<file path="src/hw/scsi_regs_pkg.sv">
// constants, field layouts and carrier types for the scsi register bank
package scsi_regs_pkg;

   ////////////////////////////////////////////////////////////////////////
   // register indices; byte address is four times the index
   localparam logic [7:0] IDX_OUT_DATA_LOW   = 8'h06;
   localparam logic [7:0] IDX_OUT_DATA_HIGH  = 8'h07;
   localparam logic [7:0] IDX_INT_EN_FIRST   = 8'h10;
   localparam logic [7:0] IDX_INT_EN_SECOND  = 8'h11;
   localparam logic [7:0] IDX_BUS_LINES_LOW  = 8'h12;
   localparam logic [7:0] IDX_BUS_LINES_HIGH = 8'h13;
   localparam logic [7:0] IDX_SHADOW_BYTE0   = 8'h14;
   localparam logic [7:0] IDX_SHADOW_BYTE1   = 8'h15;
   localparam logic [7:0] IDX_SHADOW_BYTE2   = 8'h16;
   localparam logic [7:0] IDX_SHADOW_BYTE3   = 8'h17;
   localparam logic [7:0] IDX_TARGET_TICK    = 8'h18;
   localparam logic [7:0] IDX_SELECTOR_ID    = 8'h19;
   localparam logic [7:0] IDX_CONTROL        = 8'h1C;

   ////////////////////////////////////////////////////////////////////////
   // field positions
   localparam int POS_TICK        = 7;
   localparam int POS_SINGLE_LINE = 3;
   localparam int POS_HALF_SEL    = 4;
   localparam int POS_CHIP_RESET  = 7;
   localparam int POS_PARITY      = 2;

   // host address half select encodings
   localparam logic [1:0] HALF_LOW  = 2'h0;
   localparam logic [1:0] HALF_HIGH = 2'h1;

   // reset values
   localparam logic [7:0]  RST_MASK     = 8'h00;
   localparam logic [7:0]  RST_CONTROL  = 8'h00;
   localparam logic [15:0] RST_OUT_DATA = 16'h0000;
   localparam logic [63:0] RST_SHADOW   = 64'h0000_0000_0000_0000;
   localparam logic [31:0] RDATA_ZERO   = 32'h0000_0000;

   ////////////////////////////////////////////////////////////////////////
   // timing: clock 100 ns, tick period 102.40 us, hold after reset 51.2 us
   localparam int CLK_PERIOD_NS  = 100;
   localparam int TICK_PERIOD_NS = 102400;
   localparam int TICK_HOLD_NS   = 51200;
   localparam int TICK_HALF_CYC  = (TICK_PERIOD_NS / 2) / CLK_PERIOD_NS;
   localparam int TICK_HOLD_CYC  = TICK_HOLD_NS / CLK_PERIOD_NS;
   localparam logic [9:0] TICK_LAST = 10'(TICK_HALF_CYC - 1);

   ////////////////////////////////////////////////////////////////////////
   // htrans encodings
   localparam logic [1:0] HTRANS_NONSEQ = 2'h2;
   localparam logic [1:0] HTRANS_SEQ    = 2'h3;

   // second group of scsi events, msb first as in the enable register
   typedef struct packed {
      logic select_timeout_status;
      logic attention_as_target_status;
      logic bus_reset_status;
      logic phase_mismatch_status;
      logic bus_free_status;
      logic parity_error_status;
      logic phase_change_status;
      logic request_initiator_status;
   } scsi_status_second_s;

   // selection events seen on the scsi bus
   typedef struct packed {
      logic       claim_bsy;
      logic [3:0] claimed_target_id;
      logic       selection_in_sample;
   } selection_event_s;

   typedef enum logic {bus_idle, bus_read_wait} bus_state_e;

endpackage : scsi_regs_pkg

</file>
<file path="src/hw/scsi_intmask_bus_shadow_id_regs.sv">
// scsi interrupt masks, bus access, shadow address, target and selector id
//
// Implementation choice: the AHB-Lite interface to the registers.
module scsi_intmask_bus_shadow_id_regs (
   // clock and reset
   input  wire logic                                clk,
   input  wire logic                                rst,
   // ahb-lite slave
   input  wire logic                                hsel,
   input  wire logic [31:0]                         haddr,
   input  wire logic [1:0]                          htrans,
   input  wire logic                                hwrite,
   input  wire logic [2:0]                          hsize,
   input  wire logic [31:0]                         hwdata,
   input  wire logic                                hready,
   output logic      [31:0]                         hrdata,
   output logic                                     hreadyout,
   output logic                                     hresp,
   // scsi bus and events
   input  wire logic [15:0]                         scsi_data_lines,
   input  wire logic [7:0]                          scsi_status_first,
   input  wire scsi_regs_pkg::scsi_status_second_s  scsi_status_second,
   input  wire logic                                parity_latch_clear,
   input  wire scsi_regs_pkg::selection_event_s     selection_event,
   // dma preload
   input  wire logic                                preload_load,
   input  wire logic [63:0]                         preload_value,
   // outputs
   output logic      [15:0]                         scsi_output_data_pair,
   output logic      [3:0]                          own_id_field,
   output logic                                     module_interrupt,
   output logic                                     interrupt_a_pin_n,
   output logic                                     software_tick
);

   ////////////////////////////////////////////////////////////////////////
   // register state

   logic [7:0]               scsi_int_enable_first;
   logic [7:0]               scsi_int_enable_second;
   logic [7:0]               control;
   logic [63:0]              shadow_host_address;
   logic                     parity_error_latched;
   logic [3:0]               captured_target_id;
   logic [3:0]               selector_id;
   logic                     single_line_flag;
   logic [9:0]               tick_count;
   logic [1:0]               host_addr_half_select;
   logic                     chip_reset_bit;

   // bus pipeline
   scsi_regs_pkg::bus_state_e bus_state;
   logic                     wr_pending;
   logic [7:0]               wr_index;
   logic [7:0]               rd_index;
   logic                     addr_taken;
   logic [7:0]               addr_index;
   logic [31:0]              next_hrdata;

   // interrupt terms
   logic [7:0]               status_second_gated;
   logic [7:0]               enabled_second;
   logic                     next_interrupt;

   // selection decode
   logic [15:0]              others_lines;
   logic [3:0]               next_selector_id;
   logic [4:0]               line_count;

   assign host_addr_half_select =
      control[scsi_regs_pkg::POS_HALF_SEL +: 2];
   assign chip_reset_bit = control[scsi_regs_pkg::POS_CHIP_RESET];

   ////////////////////////////////////////////////////////////////////////
   // ahb-lite address phase

   // word access only; haddr[1:0] ignored, index is the word address
   assign addr_taken = hsel && hready &&
      (htrans == scsi_regs_pkg::HTRANS_NONSEQ ||
       htrans == scsi_regs_pkg::HTRANS_SEQ);
   assign addr_index = haddr[9:2];

   always_ff @(posedge clk or posedge rst) begin
      if (rst) begin
         wr_pending <= 1'b0;
         wr_index   <= 8'h00;
      end else if (addr_taken && hwrite) begin
         wr_pending <= 1'b1;
         wr_index   <= addr_index;
      end else if (hready) begin
         wr_pending <= 1'b0;
      end
   end

   // reads take one wait state so a write just ahead is already stored
   always_ff @(posedge clk or posedge rst) begin
      if (rst) begin
         bus_state <= scsi_regs_pkg::bus_idle;
         rd_index  <= 8'h00;
         hreadyout <= 1'b1;
      end else begin
         case (bus_state)
            scsi_regs_pkg::bus_idle: begin
               if (addr_taken && !hwrite) begin
                  bus_state <= scsi_regs_pkg::bus_read_wait;
                  rd_index  <= addr_index;
                  hreadyout <= 1'b0;
               end
            end
            scsi_regs_pkg::bus_read_wait: begin
               bus_state <= scsi_regs_pkg::bus_idle;
               hreadyout <= 1'b1;
            end
            default: begin
               bus_state <= scsi_regs_pkg::bus_idle;
               hreadyout <= 1'b1;
            end
         endcase
      end
   end

   // only okay answers are given
   always_ff @(posedge clk or posedge rst) begin
      if (rst) begin
         hresp <= 1'b0;
      end else begin
         hresp <= 1'b0;
      end
   end

   ////////////////////////////////////////////////////////////////////////
   // software-written registers

   always_ff @(posedge clk or posedge rst) begin
      if (rst) begin
         scsi_int_enable_first <= scsi_regs_pkg::RST_MASK;
      end else if (wr_pending && hready &&
                   wr_index == scsi_regs_pkg::IDX_INT_EN_FIRST) begin
         scsi_int_enable_first <= hwdata[7:0];
      end
   end

   always_ff @(posedge clk or posedge rst) begin
      if (rst) begin
         scsi_int_enable_second <= scsi_regs_pkg::RST_MASK;
      end else if (wr_pending && hready &&
                   wr_index == scsi_regs_pkg::IDX_INT_EN_SECOND) begin
         scsi_int_enable_second <= hwdata[7:0];
      end
   end

   always_ff @(posedge clk or posedge rst) begin
      if (rst) begin
         control <= scsi_regs_pkg::RST_CONTROL;
      end else if (wr_pending && hready &&
                   wr_index == scsi_regs_pkg::IDX_CONTROL) begin
         control <= hwdata[7:0];
      end
   end

   always_ff @(posedge clk or posedge rst) begin
      if (rst) begin
         own_id_field <= 4'h0;
      end else begin
         own_id_field <= control[3:0];
      end
   end

   always_ff @(posedge clk or posedge rst) begin
      if (rst) begin
         scsi_output_data_pair <= scsi_regs_pkg::RST_OUT_DATA;
      end else if (wr_pending && hready) begin
         if (wr_index == scsi_regs_pkg::IDX_OUT_DATA_LOW ||
             wr_index == scsi_regs_pkg::IDX_BUS_LINES_LOW) begin
            scsi_output_data_pair[7:0] <= hwdata[7:0];
         end
         if (wr_index == scsi_regs_pkg::IDX_OUT_DATA_HIGH ||
             wr_index == scsi_regs_pkg::IDX_BUS_LINES_HIGH) begin
            scsi_output_data_pair[15:8] <= hwdata[7:0];
         end
      end
   end

   ////////////////////////////////////////////////////////////////////////
   // shadow host address

   always_ff @(posedge clk or posedge rst) begin
      if (rst) begin
         shadow_host_address <= scsi_regs_pkg::RST_SHADOW;
      end else if (preload_load) begin
         shadow_host_address <= preload_value;
      end
   end

   ////////////////////////////////////////////////////////////////////////
   // interrupt

   // latched parity
   // an error in the clearing cycle is kept: set wins
   always_ff @(posedge clk or posedge rst) begin
      if (rst) begin
         parity_error_latched <= 1'b0;
      end else if (scsi_status_second.parity_error_status) begin
         parity_error_latched <= 1'b1;
      end else if (parity_latch_clear) begin
         parity_error_latched <= 1'b0;
      end
   end

   always_comb begin
      status_second_gated = scsi_status_second;
      status_second_gated[scsi_regs_pkg::POS_PARITY] = parity_error_latched;
   end

   genvar gi;
   generate
      for (gi = 0; gi < 8; gi++) begin : g_enable
         assign enabled_second[gi] =
            status_second_gated[gi] & scsi_int_enable_second[gi];
      end
   endgenerate

   assign next_interrupt = (|enabled_second) |
      (|(scsi_status_first & scsi_int_enable_first));

   always_ff @(posedge clk or posedge rst) begin
      if (rst) begin
         module_interrupt  <= 1'b0;
         interrupt_a_pin_n <= 1'b1;
      end else begin
         module_interrupt  <= next_interrupt;
         interrupt_a_pin_n <= ~next_interrupt;
      end
   end

   ////////////////////////////////////////////////////////////////////////
   // software tick

   // one after reset
   // the chip reset bit holds the tick like a reset does
   always_ff @(posedge clk or posedge rst) begin
      if (rst) begin
         tick_count    <= 10'h000;
         software_tick <= 1'b1;
      end else if (chip_reset_bit) begin
         tick_count    <= 10'h000;
         software_tick <= 1'b1;
      end else if (tick_count == scsi_regs_pkg::TICK_LAST) begin
         tick_count    <= 10'h000;
         software_tick <= ~software_tick;
      end else begin
         tick_count <= tick_count + 10'h001;
      end
   end

   ////////////////////////////////////////////////////////////////////////
   // target and selector ids

   always_ff @(posedge clk or posedge rst) begin
      if (rst) begin
         captured_target_id <= 4'h0;
      end else if (chip_reset_bit ||
                   scsi_status_second.bus_free_status) begin
         captured_target_id <= 4'h0;
      end else if (selection_event.claim_bsy) begin
         captured_target_id <= selection_event.claimed_target_id;
      end
   end

   always_comb begin
      others_lines     = scsi_data_lines;
      others_lines[control[3:0]] = 1'b0;
      next_selector_id = 4'h0;
      line_count       = 5'h00;
      for (int i = 0; i < 16; i++) begin
         if (others_lines[i]) begin
            next_selector_id = 4'(i);
         end
         line_count = line_count + 5'(scsi_data_lines[i]);
      end
   end

   always_ff @(posedge clk or posedge rst) begin
      if (rst) begin
         selector_id      <= 4'h0;
         single_line_flag <= 1'b0;
      end else if (selection_event.selection_in_sample) begin
         selector_id      <= next_selector_id;
         single_line_flag <= (line_count == 5'h01);
      end
   end

   ////////////////////////////////////////////////////////////////////////
   // read data

   always_comb begin
      next_hrdata = scsi_regs_pkg::RDATA_ZERO;
      case (rd_index)
         scsi_regs_pkg::IDX_OUT_DATA_LOW:
            next_hrdata[7:0] = scsi_output_data_pair[7:0];
         scsi_regs_pkg::IDX_OUT_DATA_HIGH:
            next_hrdata[7:0] = scsi_output_data_pair[15:8];
         scsi_regs_pkg::IDX_INT_EN_FIRST:
            next_hrdata[7:0] = scsi_int_enable_first;
         scsi_regs_pkg::IDX_INT_EN_SECOND:
            next_hrdata[7:0] = scsi_int_enable_second;
         scsi_regs_pkg::IDX_BUS_LINES_LOW:
            next_hrdata[7:0] = scsi_data_lines[7:0];
         scsi_regs_pkg::IDX_BUS_LINES_HIGH:
            next_hrdata[7:0] = scsi_data_lines[15:8];
         scsi_regs_pkg::IDX_SHADOW_BYTE0,
         scsi_regs_pkg::IDX_SHADOW_BYTE1,
         scsi_regs_pkg::IDX_SHADOW_BYTE2,
         scsi_regs_pkg::IDX_SHADOW_BYTE3: begin
            // no coherence guard while dma runs
            if (host_addr_half_select == scsi_regs_pkg::HALF_LOW) begin
               next_hrdata[7:0] =
                  shadow_host_address[{rd_index[1:0], 3'b000} +: 8];
            end else if (host_addr_half_select ==
                         scsi_regs_pkg::HALF_HIGH) begin
               next_hrdata[7:0] =
                  shadow_host_address[{1'b1, rd_index[1:0], 3'b000} +: 8];
            end
         end
         scsi_regs_pkg::IDX_TARGET_TICK: begin
            next_hrdata[scsi_regs_pkg::POS_TICK] = software_tick;
            next_hrdata[3:0] = captured_target_id;
         end
         scsi_regs_pkg::IDX_SELECTOR_ID: begin
            next_hrdata[7:4] = selector_id;
            next_hrdata[scsi_regs_pkg::POS_SINGLE_LINE] = single_line_flag;
         end
         scsi_regs_pkg::IDX_CONTROL:
            next_hrdata[7:0] = control;
         default:
            next_hrdata = scsi_regs_pkg::RDATA_ZERO;
      endcase
   end

   // sampled once in the wait cycle; lines are live at that edge only
   always_ff @(posedge clk or posedge rst) begin
      if (rst) begin
         hrdata <= scsi_regs_pkg::RDATA_ZERO;
      end else if (bus_state == scsi_regs_pkg::bus_read_wait) begin
         hrdata <= next_hrdata;
      end
   end

endmodule : scsi_intmask_bus_shadow_id_regs

</file>
<file path="config.mk">
export PLATFORM = sky130hd
export DESIGN_NAME = scsi_intmask_bus_shadow_id_regs
export DESIGN_NICKNAME = d
export VERILOG_FILES = /design/src/hw/scsi_regs_pkg.sv /design/src/hw/scsi_intmask_bus_shadow_id_regs.sv
export SDC_FILE = /design/constraint.sdc
export NUM_CORES = 1
export LEC_CHECK = 0
export BUFFER_PORTS_ARGS = -buffer_cell sky130_fd_sc_hd__buf_2
export CAP_MARGIN = 40
export CORE_MARGIN = 3
export CORE_UTILIZATION = 57
export DETAILED_ROUTE_END_ITERATION = 8
export PLACE_DENSITY = 0.89
export SLEW_MARGIN = 0
export SYNTH_ARGS = -nofsm -noshare
export SYNTH_HDL_FRONTEND = slang
export SYNTH_SLANG_ARGS = --single-unit
export TNS_END_PERCENT = 1
</file>
<file path="constraint.sdc">
create_clock -name clk -period 8.63 [get_ports clk]
set_input_delay 1.2945 -clock clk [delete_from_list [all_inputs] [get_ports clk]]
set_output_delay 1.2945 -clock clk [all_outputs]
set_load 0.05 [all_outputs]
</file>
# After elaboration in Yosys (flattened, before gate mapping)
# Cells that the tools add are included.
[word_totals]
output_inout_bits = 57
elab_cells = 144
register_bits = 158
input_bits = 178
[op_classes]
n_lt_le_gt_ge = 2
n_reduce_logical = 25
n_eq_ne = 26
shift = 2
n_mux = 37
n_addsub = 16
bitwise = 15
[op_table]
columns = ["cell", "n"]
rows = [
  ["$eq 8x5->1 const B", 16],
  ["$mux 4", 16],
  ["$shiftx 64x6->8", 1],
  ["$shiftx 64x7->8", 1],
  ["$add 5x1->5", 11],
  ["$pmux 3 s9", 2],
  ["$eq 8x3->1 const B", 4],
  ["$mux 10", 2],
  ["$pmux 1 s10", 2],
  ["$and 16x16->16", 1],
  ["$mux 8", 2],
  ["$not 16->16", 1],
  ["$reduce_or 8->1", 2],
  ["$add 10x1->10 const B", 1],
  ["$eq 10x9->1 const B", 1],
  ["$mux 1", 10],
  ["$logic_and 1x1->1", 9],
  ["$and 1x1->1", 8],
  ["$and 8x8->8", 1],
  ["$reduce_bool 2->1", 4],
  ["$reduce_and 2->1", 3],
  ["$add 4x1->5", 1],
  ["$eq 5x1->1 const B", 1],
  ["$lt 4x5->1 const B", 1],
  ["other kinds (15)", 22],
]

# Depth between registers and ports, before layout
# Gate-level depths: netlist (run 1).
[logic_depth]
ltp_word = 21
mapped_depth = 14
depth_no_buf = 14

# Worst setup path before layout (run 1)
# Ideal clock, no wire load.
[synth_timing]
path_type = "input -> register"
from = "input port scsi_data_lines[5]"
to = "register single_line_flag"
arrival_time_ps = 4457
t_required_ps = 8547
slack_ps = 4090
setup_ps = 83
n_path_buf = 0
stages = 13
cell_sequence = "inv_1 fa_1 inv_1 fa_1 fa_1 inv_1 fa_1 inv_1 ha_1 fa_1 nor4b_1 nand3_1 o21ai_0"
[synth_via]
elab_chain_len = 12
[synth_rtl]
columns = ["element", "line", "rtl"]
rows = [
  ["from (decl)", "scsi_intmask_bus_shadow_id_regs.sv:20", "input wire logic [15:0] scsi_data_lines,"],
  ["$add 5x1->5 (11 in series)", "scsi_intmask_bus_shadow_id_regs.sv:279", "line_count = line_count + 5'(scsi_data_lines[i]);"],
  ["$eq 5x1->1", "scsi_intmask_bus_shadow_id_regs.sv:289", "single_line_flag <= (line_count == 5'h01);"],
  ["to (signal assigned)", "scsi_intmask_bus_shadow_id_regs.sv:289", ""],
  ["to (decl)", "scsi_intmask_bus_shadow_id_regs.sv:46", "logic single_line_flag;"],
]
# Every way passes these cells.
# A chain may end at the register's enable or synchronous reset.

# Worst setup path in the final report (run 1)
[layout_timing]
from = "input port scsi_data_lines[7]"
to = "register single_line_flag"
[layout_via]
elab_chain_len = 10
[layout_rtl]
columns = ["element", "line"]
rows = [
  ["$add 5x1->5 (9 in series)", "scsi_intmask_bus_shadow_id_regs.sv:279"],
  ["$eq 5x1->1", "scsi_intmask_bus_shadow_id_regs.sv:289"],
]
# Every way passes these cells.

==> results of run 1 <==
==> registers in the layout (all words and copies together), names as in the netlist, 4 cells and up <==
register	cells
shadow_host_address	64
tick_count	10
scsi_int_enable_second	8
scsi_output_data_pair	16
own_id_field	4
captured_target_id	4
hrdata	8
wr_index	8
control	8
rd_index	8
scsi_int_enable_first	8
selector_id	4
==> metal layers <==
layer	share of wire	up-vias	wire length [um]
met5	0	-	0
met4	0.033	0	653
met3	0.094	59	1880
met2	0.48	343	9595
met1	0.39	2936	7824
li1	-	2641	-
==> Yosys cell counts (all sizes together), types with 5 or more instances <==
master	number
o21ai	14
dfrtp	155
xnor2	5
nand3	8
nand2	45
fa	10
a22oi	11
ha	6
buf	34
xor2	5
mux4	24
nor3	11
clkbuf	22
nor2	38
mux2	119
inv	35
mux2i	25
a21oi	8
==> cell families after synthesis <==
group,after synthesis,synth area share
AND/OR/NAND/NOR,139,0.08451
adder cells (fa/ha/maj),16,0.03374
flip-flops,158,0.4851
XOR/XNOR,10,0.01074
buffers and inverters,91,0.05475
other,1,0.0004597
AO/OA/AOI/OAI,76,0.06948
multiplexers,168,0.2612
==> stage by stage <==
| step | area, um2 | hold WS [ps] | util | std cells | worst slack (ps) |
|---|---|---|---|---|---|
| finish | 9624 | 485.0 | 0.6907 | 1004 | 4191 |
| global route | 9624 | 499.4 | 0.6907 | 1004 | 4014 |
| CTS | 9619 | 488.2 | 0.6903 | 1002 | 4184 |
| detailed placement | 9015 | 474.6 | 0.6469 | 970 | 3746 |
| global placement | 8980 | 470.8 | 0.6444 | 968 | 3782 |
| floorplan | 8248 | 351.9 | - | 683 | 3077 |
==> worst register-to-register path, stage by stage (launching register included) <==
cell	delay [ps]
dfrtp_2	530
buf_4	530
mux4_2	610
mux2i_1	150
nor2_1	70
a2111oi_0	410
o2bb2ai_1	130
==> cell type report <==
cell class                 count  area (um2)  share of cell area
antenna                        2       5.005           0.0005200
multi-input combinational    434        3844              0.3994
tap                          180       225.2             0.02340
clock inverter                15       178.9             0.01859
timing repair buffer         163       850.8             0.08840
inverter                      35       136.4             0.01417
clock buffer                  17       425.4             0.04420
sequential                   158        3959              0.4113
==> worst max-delay path by stage <==
stage,slack (ps),depth (start not counted),to
6_report,4190,14,single_line_flag
5_1_grt,4010,14,single_line_flag
4_1_cts,4180,14,single_line_flag
3_5_place_dp,3750,14,single_line_flag
3_3_place_gp,3780,14,single_line_flag
2_1_floorplan,3080,1,bus_state
==> power by group through the flow <==
stage          clock network (mW)  registers [mW]  logic (mW)
6_report                    0.773           0.904       0.497
5_1_grt                     0.812           0.913       0.548
4_1_cts                     0.773           0.901       0.500
3_5_place_dp                    0           0.913       0.495
3_3_place_gp                    0           0.907       0.477
2_1_floorplan                   0           0.941       0.331
==> tab_implementation.tex, run 1 <==
\begin{tabular}{lr}
\hline
Metric & Value \\
\hline
\multicolumn{2}{l}{\textbf{Cells and area}} \\
\quad Final net count & about 1,000 \\
\quad Post-synthesis to final-layout area growth & 17.98\% \\
\quad Most common cell after layout, fill and taps aside & buf\_2 \\
\quad Fraction of layout cells with a size suffix above 1 & 0.4088 \\
\quad Leading cell types in the layout, fill and taps excluded & buf\_2, dfrtp\_1, mux2\_2 \\
\quad Filler instances & 942 \\
\multicolumn{2}{l}{\textbf{Critical path}} \\
\quad Maximum single-stage delay on the critical path & 510 ps \\
\quad Endpoint arrival time on the critical path & 4790 ps \\
\quad Crit-path leading delay family & adder cells \\
\quad Maximum fanout encountered on the critical timing path & 6 \\
\quad Critical path start-end classification & primary input to flip-flop \\
\quad Critical Path RT & approximately 9000 ps \\
\quad Number of buffer and inverter stages on the critical path & 5 \\
\quad Worst-path cell with the longest stage delay & fa\_1 \\
\quad Cells along the critical path & buf\_2 -> inv\_1 -> fa\_1 -> inv\_1 -> fa\_1 -> fa\_1 -> inv\_1 -> fa\_1 -> inv\_1 -> ha\_1 -> fa\_1 -> nor4b\_1 -> nand3\_1 -> o21ai\_0 \\
\quad Start point of the critical path & scsi\_data\_lines[7] \\
\quad Crit Reg-Reg Endpoint & hrdata[2] \\
\quad Beginning of the worst register-to-register path & rd\_index[0] \\
\quad Critical path launch point type & primary input \\
\quad Element type at the critical path end & flip-flop \\
\quad CP most frequent cell & fa\_1 \\
\quad Worst-case register-to-register setup slack & 6060 ps \\
\quad R2R depth & 6 \\
\multicolumn{2}{l}{\textbf{Global route}} \\
\quad GRT Total Usage & 0.2578 \\
\quad Wire length of the first global-routing pass & 31,900 um \\
\quad Met2 Track Usage GR & 0.4050 \\
\quad Maximum number of pins on one net before global-route repair & between 80 and 90 \\
\quad Vias in the first global route & approximately 6,100 \\
\quad Met1 track demand over resource in global routing & 0.3378 \\
\quad Busiest grt layer & met2 \\
\quad Total grt overflow & 0 \\
\quad Number of antenna violations at the first check in global routing & 2 \\
\quad Global Route met3 Usage & 0.07464 \\
\multicolumn{2}{l}{\textbf{Detailed routing}} \\
\quad Number of DRC markers after the initial detailed-route iteration & 638 \\
\quad Vias & 5,979 \\
\quad Detail-routed via count per cell & 5.955 \\
\quad Number of nets with antenna violations after detailed routing & 0 \\
\quad DRC errors left & 0 \\
\quad Per-cell routed wire length & roughly 20 um \\
\quad DRT Wirelength & 19,950 um \\
\quad Count of TritonRoute iterations in the first routing pass & 6 \\
\multicolumn{2}{l}{\textbf{Run status}} \\
\quad Outcome & completed \\
\multicolumn{2}{l}{\textbf{Synthesis}} \\
\quad Count of different cell masters after synthesis & just under 70 \\
\quad Synth warn & 0 \\
\quad Top FF cell, synth & dfrtp\_1 \\
\quad Async S/R FF share, synth & 1.000 \\
\quad EDFF count, synth & 0 \\
\quad FF+latch count, synth & approximately 160 \\
\quad Synthesized area per cell & 12.38 um2 \\
\quad Post-synth top area cell & dfrtp\_1 \\
\quad Area of the mapped netlist & a little over 8000 um2 \\
\quad Sequential-to-total area share from yosys stat & 0.4851 \\
\quad Largest cells by area after synthesis & dfrtp\_1, mux2\_2, mux4\_2 \\
\quad Share of Yosys cell area claimed by the top area cell type & 0.4755 \\
\quad Mapped Cells & 659 \\
\multicolumn{2}{l}{\textbf{Pwr}} \\
\quad Sequential Power Share & 0.416 \\
\quad Total Power & 2.174 mW \\
\quad Switching power share of the total & 0.3197 \\
\quad Logic pwr share & 0.229 \\
\quad Leakage dissipation & 4.566 nW \\
\quad Maximum vdd drop & 0.1776 mV \\
\quad Switching power & a little under 0.7 mW \\
\quad PD cells & 225.8 nW/um2 \\
\quad Total internal power & approximately 1.5 mW \\
\quad Proportion of power drawn by the clock network & 0.356 \\
\multicolumn{2}{l}{\textbf{Timing}} \\
\quad Total count of hold-check failures in the final report & 0 \\
\quad Post-Route Skew & 8.788 ps \\
\quad Setup total negative slack & 0 ps \\
\quad Final clock period utilization by the worst path & 0.5144 \\
\quad Unrepaired setup endpoints after global routing & false \\
\quad Total of endpoints with negative setup slack in the final report & 0 \\
\quad Actual slew at the worst max-slew pin & roughly 790 ps \\
\quad Final-report max-slew violation count & 0 \\
\quad Headroom to the max-slew limit & 0.4730 \\
\quad Time the final worst path needs with I/O delays and setup & 4439 ps \\
\quad Highest clock frequency the design can meet & $\sim$230 MHz \\
\multicolumn{2}{l}{\textbf{Clock tree}} \\
\quad Post-CTS setup buffers & 0 \\
\quad Skew-Pair Late Insertion Delay & between 400 and 500 ps \\
\quad CTS tree & yes \\
\quad Number of levels in the clock H-tree & 4 \\
\quad Number of buffers inserted during clock tree synthesis & 17 \\
\quad CTS clock-pin slew for the worst setup and hold paths & 70 ps \\
\quad Clock Sink Count & about 160 \\
\quad Clock root cell & clkbuf\_16 \\
\quad Count of instances resized after the clock tree is built & 0 \\
\quad \# hold bufs at CTS & 0 \\
\quad Bufs on Longest Clock Path & 2 \\
\multicolumn{2}{l}{\textbf{Hold path}} \\
\quad Worst hold path cell count & 1 \\
\quad Type of the worst min-delay path & flip-flop to flip-flop \\
\quad Hold EP & parity\_error\_latched \\
\quad HP Start & parity\_error\_latched \\
\multicolumn{2}{l}{\textbf{Placement}} \\
\quad Post-DP HPWL & 14,200 um \\
\quad Final RePlAce weighted congestion & 0.9266 \\
\quad Number of port buffers & 157 \\
\multicolumn{2}{l}{\textbf{Floorplanning}} \\
\quad Core box area & 13,930 um2 \\
\quad Row cnt & 43 \\
\quad Die area & 15,780 um2 \\
\quad I/O pin count & 235 \\
\quad Horizontal die dimension & 125.6 um \\
\quad Initial core utilization & 0.5854 \\
\quad Chip height & 125.6 um \\
\multicolumn{2}{l}{\textbf{Job}} \\
\quad Number of max-cap violations & 0 \\
\hline
\end{tabular}
Note: power is estimated with default switching activity, not from simulation.
==> run 2, diff against run 1 <==
- CORE_UTILIZATION: 57 -> 47
- PLACE_DENSITY: 0.89 -> 0.78
- clock period: 8.63 -> 4 ns (I/O delays scaled with it)
==> tab_implementation.tex, run 2 (synthesis gave the netlist of run 1 again) <==
\begin{tabular}{lr}
\hline
Metric & Value \\
\hline
\multicolumn{2}{l}{\textbf{Run status}} \\
\quad Outcome & completed \\
\multicolumn{2}{l}{\textbf{Cells and area}} \\
\quad Fraction of layout cells with a size suffix above 1 & 0.4156 \\
\quad Most common cell after layout, fill and taps aside & buf\_2 \\
\quad Final Instance Count excl. Fillers & approximately 1,100 \\
\quad Post-Layout Inst Area & about 10000 um2 \\
\quad Final net count & $\sim$1,000 \\
\quad Most flop-heavy register & shadow\_host\_address \\
\quad Max FFs per register & 64 \\
\quad Post-synthesis to final-layout area growth & 20.02\% \\
\quad Leading cell types in the layout, fill and taps excluded & buf\_2, dfrtp\_1, mux2\_2 \\
\quad Core utilization of the finished layout & 0.5842 \\
\quad Inserted Diodes & 0 \\
\quad Biggest registers after layout & shadow\_host\_address (64), scsi\_output\_data\_pair (16), tick\_count (10) \\
\multicolumn{2}{l}{\textbf{Detailed routing}} \\
\quad Per-cell routed wire length & 18.95 um \\
\quad DRT Wirelength & 19,990 um \\
\quad Detail-routed via count per cell & 5.564 \\
\quad Vias & just under 6,000 \\
\quad DRC errors left & 0 \\
\quad Number of nets with antenna violations after detailed routing & 0 \\
\quad Count of TritonRoute iterations in the first routing pass & 5 \\
\quad Number of DRC markers after the initial detailed-route iteration & between 300 and 400 \\
\multicolumn{2}{l}{\textbf{Timing}} \\
\quad Unrepaired setup endpoints after global routing & false \\
\quad Total count of hold-check failures in the final report & 0 \\
\quad Final clock period utilization by the worst path & 0.9107 \\
\quad Headroom to the max-slew limit & 0.4560 \\
\quad Setup total negative slack & 0 ps \\
\quad Final Hold Slack & 84.91 ps \\
\quad Highest clock frequency the design can meet & between 200 and 300 MHz \\
\quad Total of endpoints with negative setup slack in the final report & 0 \\
\quad Final-report max-slew violation count & 0 \\
\quad Time the final worst path needs with I/O delays and setup & between 3000 and 4000 ps \\
\quad Post-Route Skew & 9.868 ps \\
\quad Actual slew at the worst max-slew pin & 813.0 ps \\
\multicolumn{2}{l}{\textbf{Global route}} \\
\quad GRT Total Usage & 0.2195 \\
\quad Number of antenna violations at the first check in global routing & 2 \\
\quad Vias in the first global route & between 5,000 and 6,000 \\
\quad Maximum number of pins on one net before global-route repair & 74 \\
\quad Total grt overflow & 0 \\
\quad Wire length of the first global-routing pass & 31,440 um \\
\multicolumn{2}{l}{\textbf{Critical path}} \\
\quad Endpoint arrival time on the critical path & 4000 ps \\
\quad Element type at the critical path end & flip-flop \\
\quad Critical path start-end classification & primary input to flip-flop \\
\quad Critical Path RT & 4350 ps \\
\quad Critical path launch point type & primary input \\
\quad Maximum fanout encountered on the critical timing path & 2 \\
\multicolumn{2}{l}{\textbf{Placement}} \\
\quad Post-DP HPWL & roughly 15,000 um \\
\quad Cell Area, Placed & 9179 um2 \\
\quad Final RePlAce weighted congestion & 0.8856 \\
\quad Number of port buffers & 157 \\
\quad Placed cells & 1,023 \\
\multicolumn{2}{l}{\textbf{Clock tree}} \\
\quad CTS tree & yes \\
\quad Clock Sink Count & 158 \\
\quad Bufs on Longest Clock Path & 2 \\
\quad Clock root cell & clkbuf\_16 \\
\quad Skew-Pair Late Insertion Delay & around 430 ps \\
\quad Post-CTS setup buffers & 0 \\
\quad CTS clock-pin slew for the worst setup and hold paths & 60 ps \\
\quad Count of instances resized after the clock tree is built & 0 \\
\quad Number of buffers inserted during clock tree synthesis & 17 \\
\quad Number of levels in the clock H-tree & 4 \\
\quad \# hold bufs at CTS & 0 \\
\multicolumn{2}{l}{\textbf{Floorplanning}} \\
\quad Core box area & 16,760 um2 \\
\quad Horizontal die dimension & 137.7 um \\
\quad Row cnt & between 40 and 50 \\
\quad Initial core utilization & 0.4867 \\
\quad Die area & 18,970 um2 \\
\quad I/O pin count & 235 \\
\quad Chip height & 137.7 um \\
\multicolumn{2}{l}{\textbf{Hold path}} \\
\quad Type of the worst min-delay path & primary input to async pin \\
\multicolumn{2}{l}{\textbf{Job}} \\
\quad Number of max-cap violations & 0 \\
\multicolumn{2}{l}{\textbf{Pwr}} \\
\quad Maximum vdd drop & between 0.3 and 0.4 mV \\
\quad Leakage dissipation & approximately 4.6 nW \\
\quad PD cells & 479.1 nW/um2 \\
\hline
\end{tabular}
## run 2: changes by cell type in the layout (fill, tap and decap cells not counted), moves of 2 or more
cell / previous run / this run
buf_4: 5 / 16
inv_6: 4 / 0
buf_12: 0 / 3
inv_8: 3 / 0
clkbuf_1: 0 / 2
clkbuf_8: 0 / 3
diode_2: 2 / 0
## run 2: power by group
group          internal, mW  total (mW)  switching [mW]
Combinational         0.466        1.06           0.596
Clock                  1.03        1.68           0.650
Sequential             1.79        1.95           0.156
## run 2: stage by stage
step,setup slack [ps],power [mW]
3_5_place_dp,-96.45,3.043
3_3_place_gp,-53.75,3.008
4_1_cts,362.3,4.734
2_1_floorplan,154.6,2.745
6_report,357.4,4.690
5_1_grt,202.3,4.934
## run 2: worst paths after layout
| path | startpoint | endpoint | slack (ps) | cells past startpoint |
|---|---|---|---|---|
| min in group clk | scsi_status_second[2] | parity_error_latched | 350 | 2 |
| max in group asynchronous | rst | software_tick | 3130 | 4 |
| worst max register to register | rd_index[1] | hrdata[0] | 1570 | 6 |
| worst min-delay path | rst | shadow_host_address[20] | 80 | 2 |
| worst max-delay path | scsi_data_lines[11] | single_line_flag | 360 | 14 |
| worst min register to register | hreadyout | hreadyout | 480 | 2 |
## run 2: final cells by class
class | instances | area (um2)
multi-input cells | 434 | 3844
clock buffers | 22 | 474.2
repair buffers | 176 | 965.9
inverters | 35 | 135.1
well taps | 220 | 275.3
clock inverters | 10 | 137.6
fillers | 1338 | 6969
flip-flops and latches | 158 | 3959
## run 2: routing by layer
layer  vias to the layer above  part of all wire  track usage
li1                       2671                 -            -
met1                      2899              0.40       0.2753
met2                       262              0.49       0.3585
met3                        34             0.097      0.07670
met4                         4             0.017      0.06915
met5                         -            0.0011            0
## run 2: worst max-delay path, stage by stage
cell	delay [ps]
buf_2	120
fa_1	550
inv_1	60
fa_1	480
inv_1	50
fa_1	470
inv_1	50
fa_1	470
inv_1	50
ha_1	200
fa_1	450
nor4b_1	290
nand3_1	100
o21ai_0	70
==> run 3, diff against run 2 <==
- ABC_AREA: default -> 1
- CORE_MARGIN: 3 -> 2
- PLACE_DENSITY: 0.78 -> 0.79
==> tab_implementation.tex, run 3 <==
\begin{tabular}{lr}
\hline
Metric & Value \\
\hline
\multicolumn{2}{l}{\textbf{Floorplanning}} \\
\quad Initial core utilization & 0.4849 \\
\quad Row cnt & 46 \\
\quad Horizontal die dimension & 132.5 um \\
\quad Chip height & between 100 and 150 um \\
\quad Die area & 17,550 um2 \\
\quad I/O pin count & 235 \\
\quad Core box area & 16,000 um2 \\
\multicolumn{2}{l}{\textbf{Critical path}} \\
\quad Critical Path RT & roughly 4400 ps \\
\quad Maximum fanout encountered on the critical timing path & 2 \\
\quad Endpoint arrival time on the critical path & around 3900 ps \\
\quad Critical path launch point type & primary input \\
\quad Element type at the critical path end & flip-flop \\
\quad Beginning of the worst register-to-register path & rd\_index[0] \\
\quad Critical path start-end classification & primary input to flip-flop \\
\quad Start point of the critical path & scsi\_data\_lines[5] \\
\multicolumn{2}{l}{\textbf{Cells and area}} \\
\quad Max FFs per register & 64 \\
\quad Most common cell after layout, fill and taps aside & nand2\_1 \\
\quad Core utilization of the finished layout & 0.5820 \\
\quad Final net count & approximately 1,200 \\
\quad Leading cell types in the layout, fill and taps excluded & nand2\_1, buf\_2, dfrtp\_1 \\
\quad Biggest registers after layout & shadow\_host\_address (64), scsi\_output\_data\_pair (16), tick\_count (10) \\
\quad Post-synthesis to final-layout area growth & 20.03\% \\
\quad Most flop-heavy register & shadow\_host\_address \\
\quad Final Instance Count excl. Fillers & 1,274 \\
\quad Post-Layout Inst Area & 9313 um2 \\
\quad Fraction of layout cells with a size suffix above 1 & 0.2197 \\
\multicolumn{2}{l}{\textbf{Placement}} \\
\quad Cell Area, Placed & 8712 um2 \\
\quad Placed cells & 1,240 \\
\quad Final RePlAce weighted congestion & 0.9423 \\
\quad Post-DP HPWL & 16,250 um \\
\quad Worst slack at placement & -4.695 ps \\
\quad Number of port buffers & 157 \\
\multicolumn{2}{l}{\textbf{Clock tree}} \\
\quad CTS tree & yes \\
\quad CTS clock-pin slew for the worst setup and hold paths & 60 ps \\
\quad Number of levels in the clock H-tree & 4 \\
\quad Post-CTS setup buffers & 0 \\
\quad Clock Sink Count & 158 \\
\quad Count of instances resized after the clock tree is built & 0 \\
\quad Clock root cell & clkbuf\_16 \\
\quad Number of buffers inserted during clock tree synthesis & 17 \\
\quad \# hold bufs at CTS & 0 \\
\quad Bufs on Longest Clock Path & 2 \\
\quad Skew-Pair Late Insertion Delay & 420 ps \\
\multicolumn{2}{l}{\textbf{Timing}} \\
\quad Headroom to the max-slew limit & 0.6066 \\
\quad Unrepaired setup endpoints after global routing & false \\
\quad Final clock period utilization by the worst path & 0.8860 \\
\quad Time the final worst path needs with I/O delays and setup & 3544 ps \\
\quad Highest clock frequency the design can meet & $\sim$280 MHz \\
\quad Post-Route Skew & 8.530 ps \\
\quad Total of endpoints with negative setup slack in the final report & 0 \\
\quad Actual slew at the worst max-slew pin & 585.8 ps \\
\quad Setup slack after layout & about 460 ps \\
\quad Final-report max-slew violation count & 0 \\
\quad Total count of hold-check failures in the final report & 0 \\
\multicolumn{2}{l}{\textbf{Detailed routing}} \\
\quad Number of nets with antenna violations after detailed routing & 0 \\
\quad Detail-routed via count per cell & approximately 5.4 \\
\quad Vias & around 7,000 \\
\quad Number of DRC markers after the initial detailed-route iteration & between 600 and 700 \\
\quad Count of TritonRoute iterations in the first routing pass & 5 \\
\quad DRT Wirelength & 21,450 um \\
\quad Per-cell routed wire length & 16.84 um \\
\quad DRC errors left & 0 \\
\multicolumn{2}{l}{\textbf{Synthesis}} \\
\quad Synth warn & 0 \\
\quad Post-synth top area cell & dfrtp\_1 \\
\quad Top FF cell, synth & dfrtp\_1 \\
\quad Post-synthesis mux area share & 0.03628 \\
\quad Post-Synth Simple-Gate Area & 0.1508 \\
\quad EDFF count, synth & 0 \\
\quad Mapped Cells & 885 \\
\quad FF+latch count, synth & 158 \\
\quad Largest cells by area after synthesis & dfrtp\_1, nand2\_1, o21ai\_0 \\
\quad Adder and majority cell fraction of the synthesized area & 0.03548 \\
\quad Synthesized area per cell & 8.767 um2 \\
\quad Area of the mapped netlist & 7759 um2 \\
\quad Async S/R FF share, synth & 1.000 \\
\quad Sequential-to-total area share from yosys stat & 0.5101 \\
\quad Most frequent cells after synthesis & nand2\_1, dfrtp\_1, o21ai\_0 \\
\quad Fraction of the mapped netlist area in compound gates & 0.1640 \\
\quad Combinational family with the most area after synthesis & compound AO/OA/AOI/OAI gates \\
\quad Most common cell in the synthesized netlist & nand2\_1 \\
\quad Count of different cell masters after synthesis & 43 \\
\quad Parity-gate share of the synthesized area counting xor and xnor cells & 0.001129 \\
\quad Share of Yosys cell area claimed by the top area cell type & 0.4999 \\
\multicolumn{2}{l}{\textbf{Global route}} \\
\quad Number of antenna violations at the first check in global routing & 2 \\
\quad Total grt overflow & 0 \\
\quad Vias in the first global route & 6,631 \\
\quad Wire length of the first global-routing pass & 33,980 um \\
\quad GRT Total Usage & 0.2473 \\
\quad Maximum number of pins on one net before global-route repair & 56 \\
\multicolumn{2}{l}{\textbf{Run status}} \\
\quad Outcome & completed \\
\multicolumn{2}{l}{\textbf{Hold path}} \\
\quad Type of the worst min-delay path & primary input to async pin \\
\multicolumn{2}{l}{\textbf{Pwr}} \\
\quad Maximum vdd drop & 0.3601 mV \\
\quad PD cells & 487.8 nW/um2 \\
\quad Leakage dissipation & 4.801 nW \\
\multicolumn{2}{l}{\textbf{Job}} \\
\quad Number of max-cap violations & 0 \\
\hline
\end{tabular}
[run 3: final cells by class]
cell class | instances | area (um2)
sequential | 158 | 3958
fill | 1429 | 6688
clock buffer | 24 | 491.7
timing repair buffer | 164 | 875.8
clock inverter | 8 | 103.9
inverter | 134 | 506.7
tap | 216 | 270.3
antenna | 2 | 5.005
multi-input combinational | 568 | 3102
[run 3: routing by layer]
layer,vias to the layer above,part of all wire,track usage,routed length [um]
met4,0,0.040,0.1296,864
li1,3187,-,-,-
met5,-,0,0,0
met2,317,0.47,0.3843,10040
met3,69,0.070,0.04904,1507
met1,3243,0.42,0.3301,9042
[run 3: logic make-up after synthesis]
kind of cell,count (synthesis)
AO/OA/AOI/OAI,216
XOR/XNOR,1
adder cells (fa/ha/maj),16
buffers and inverters,183
flip-flops,158
multiplexers,25
other,1
AND/OR/NAND/NOR,285
[run 3: path summary, 6_finish.rpt]
check,endpoint,slack (ps),depth (start not counted)
hold reg to reg,tick_count[0],470,1
setup reg to reg,hrdata[2],1670,10
setup / recovery,single_line_flag,460,14
min in group clk,parity_error_latched,360,2
hold / removal,shadow_host_address[36],220,2
max in group asynchronous,interrupt_a_pin_n,2880,4
[run 3: power breakdown]
part	internal, mW	switching (mW)	leakage [nW]	total, mW
Sequential	1.79	0.137	2.00	1.93
Combinational	0.332	0.642	2.53	0.974
Clock	0.987	0.651	0.279	1.64
[run 3: worst max-delay path, stage by stage]
cell       delay, ps
buf_2             80
inv_1             60
fa_1             530
inv_1             50
fa_1             460
fa_1             510
inv_1             50
fa_1             470
inv_1             40
ha_1             200
fa_1             430
nor3b_1          210
o2111ai_1        140
nand2_1           80
[run 3: stage by stage]
step | total power [mW] | hold WS [ps] | setup TNS (ps)
2_1_floorplan | 2.642 | 413.8 | 0
3_3_place_gp | 2.885 | 446.9 | 0
3_5_place_dp | 2.923 | 461.3 | -4.695
4_1_cts | 4.549 | 238.8 | 0
5_1_grt | 4.757 | 258.5 | 0
6_report | 4.542 | 223.7 | 0
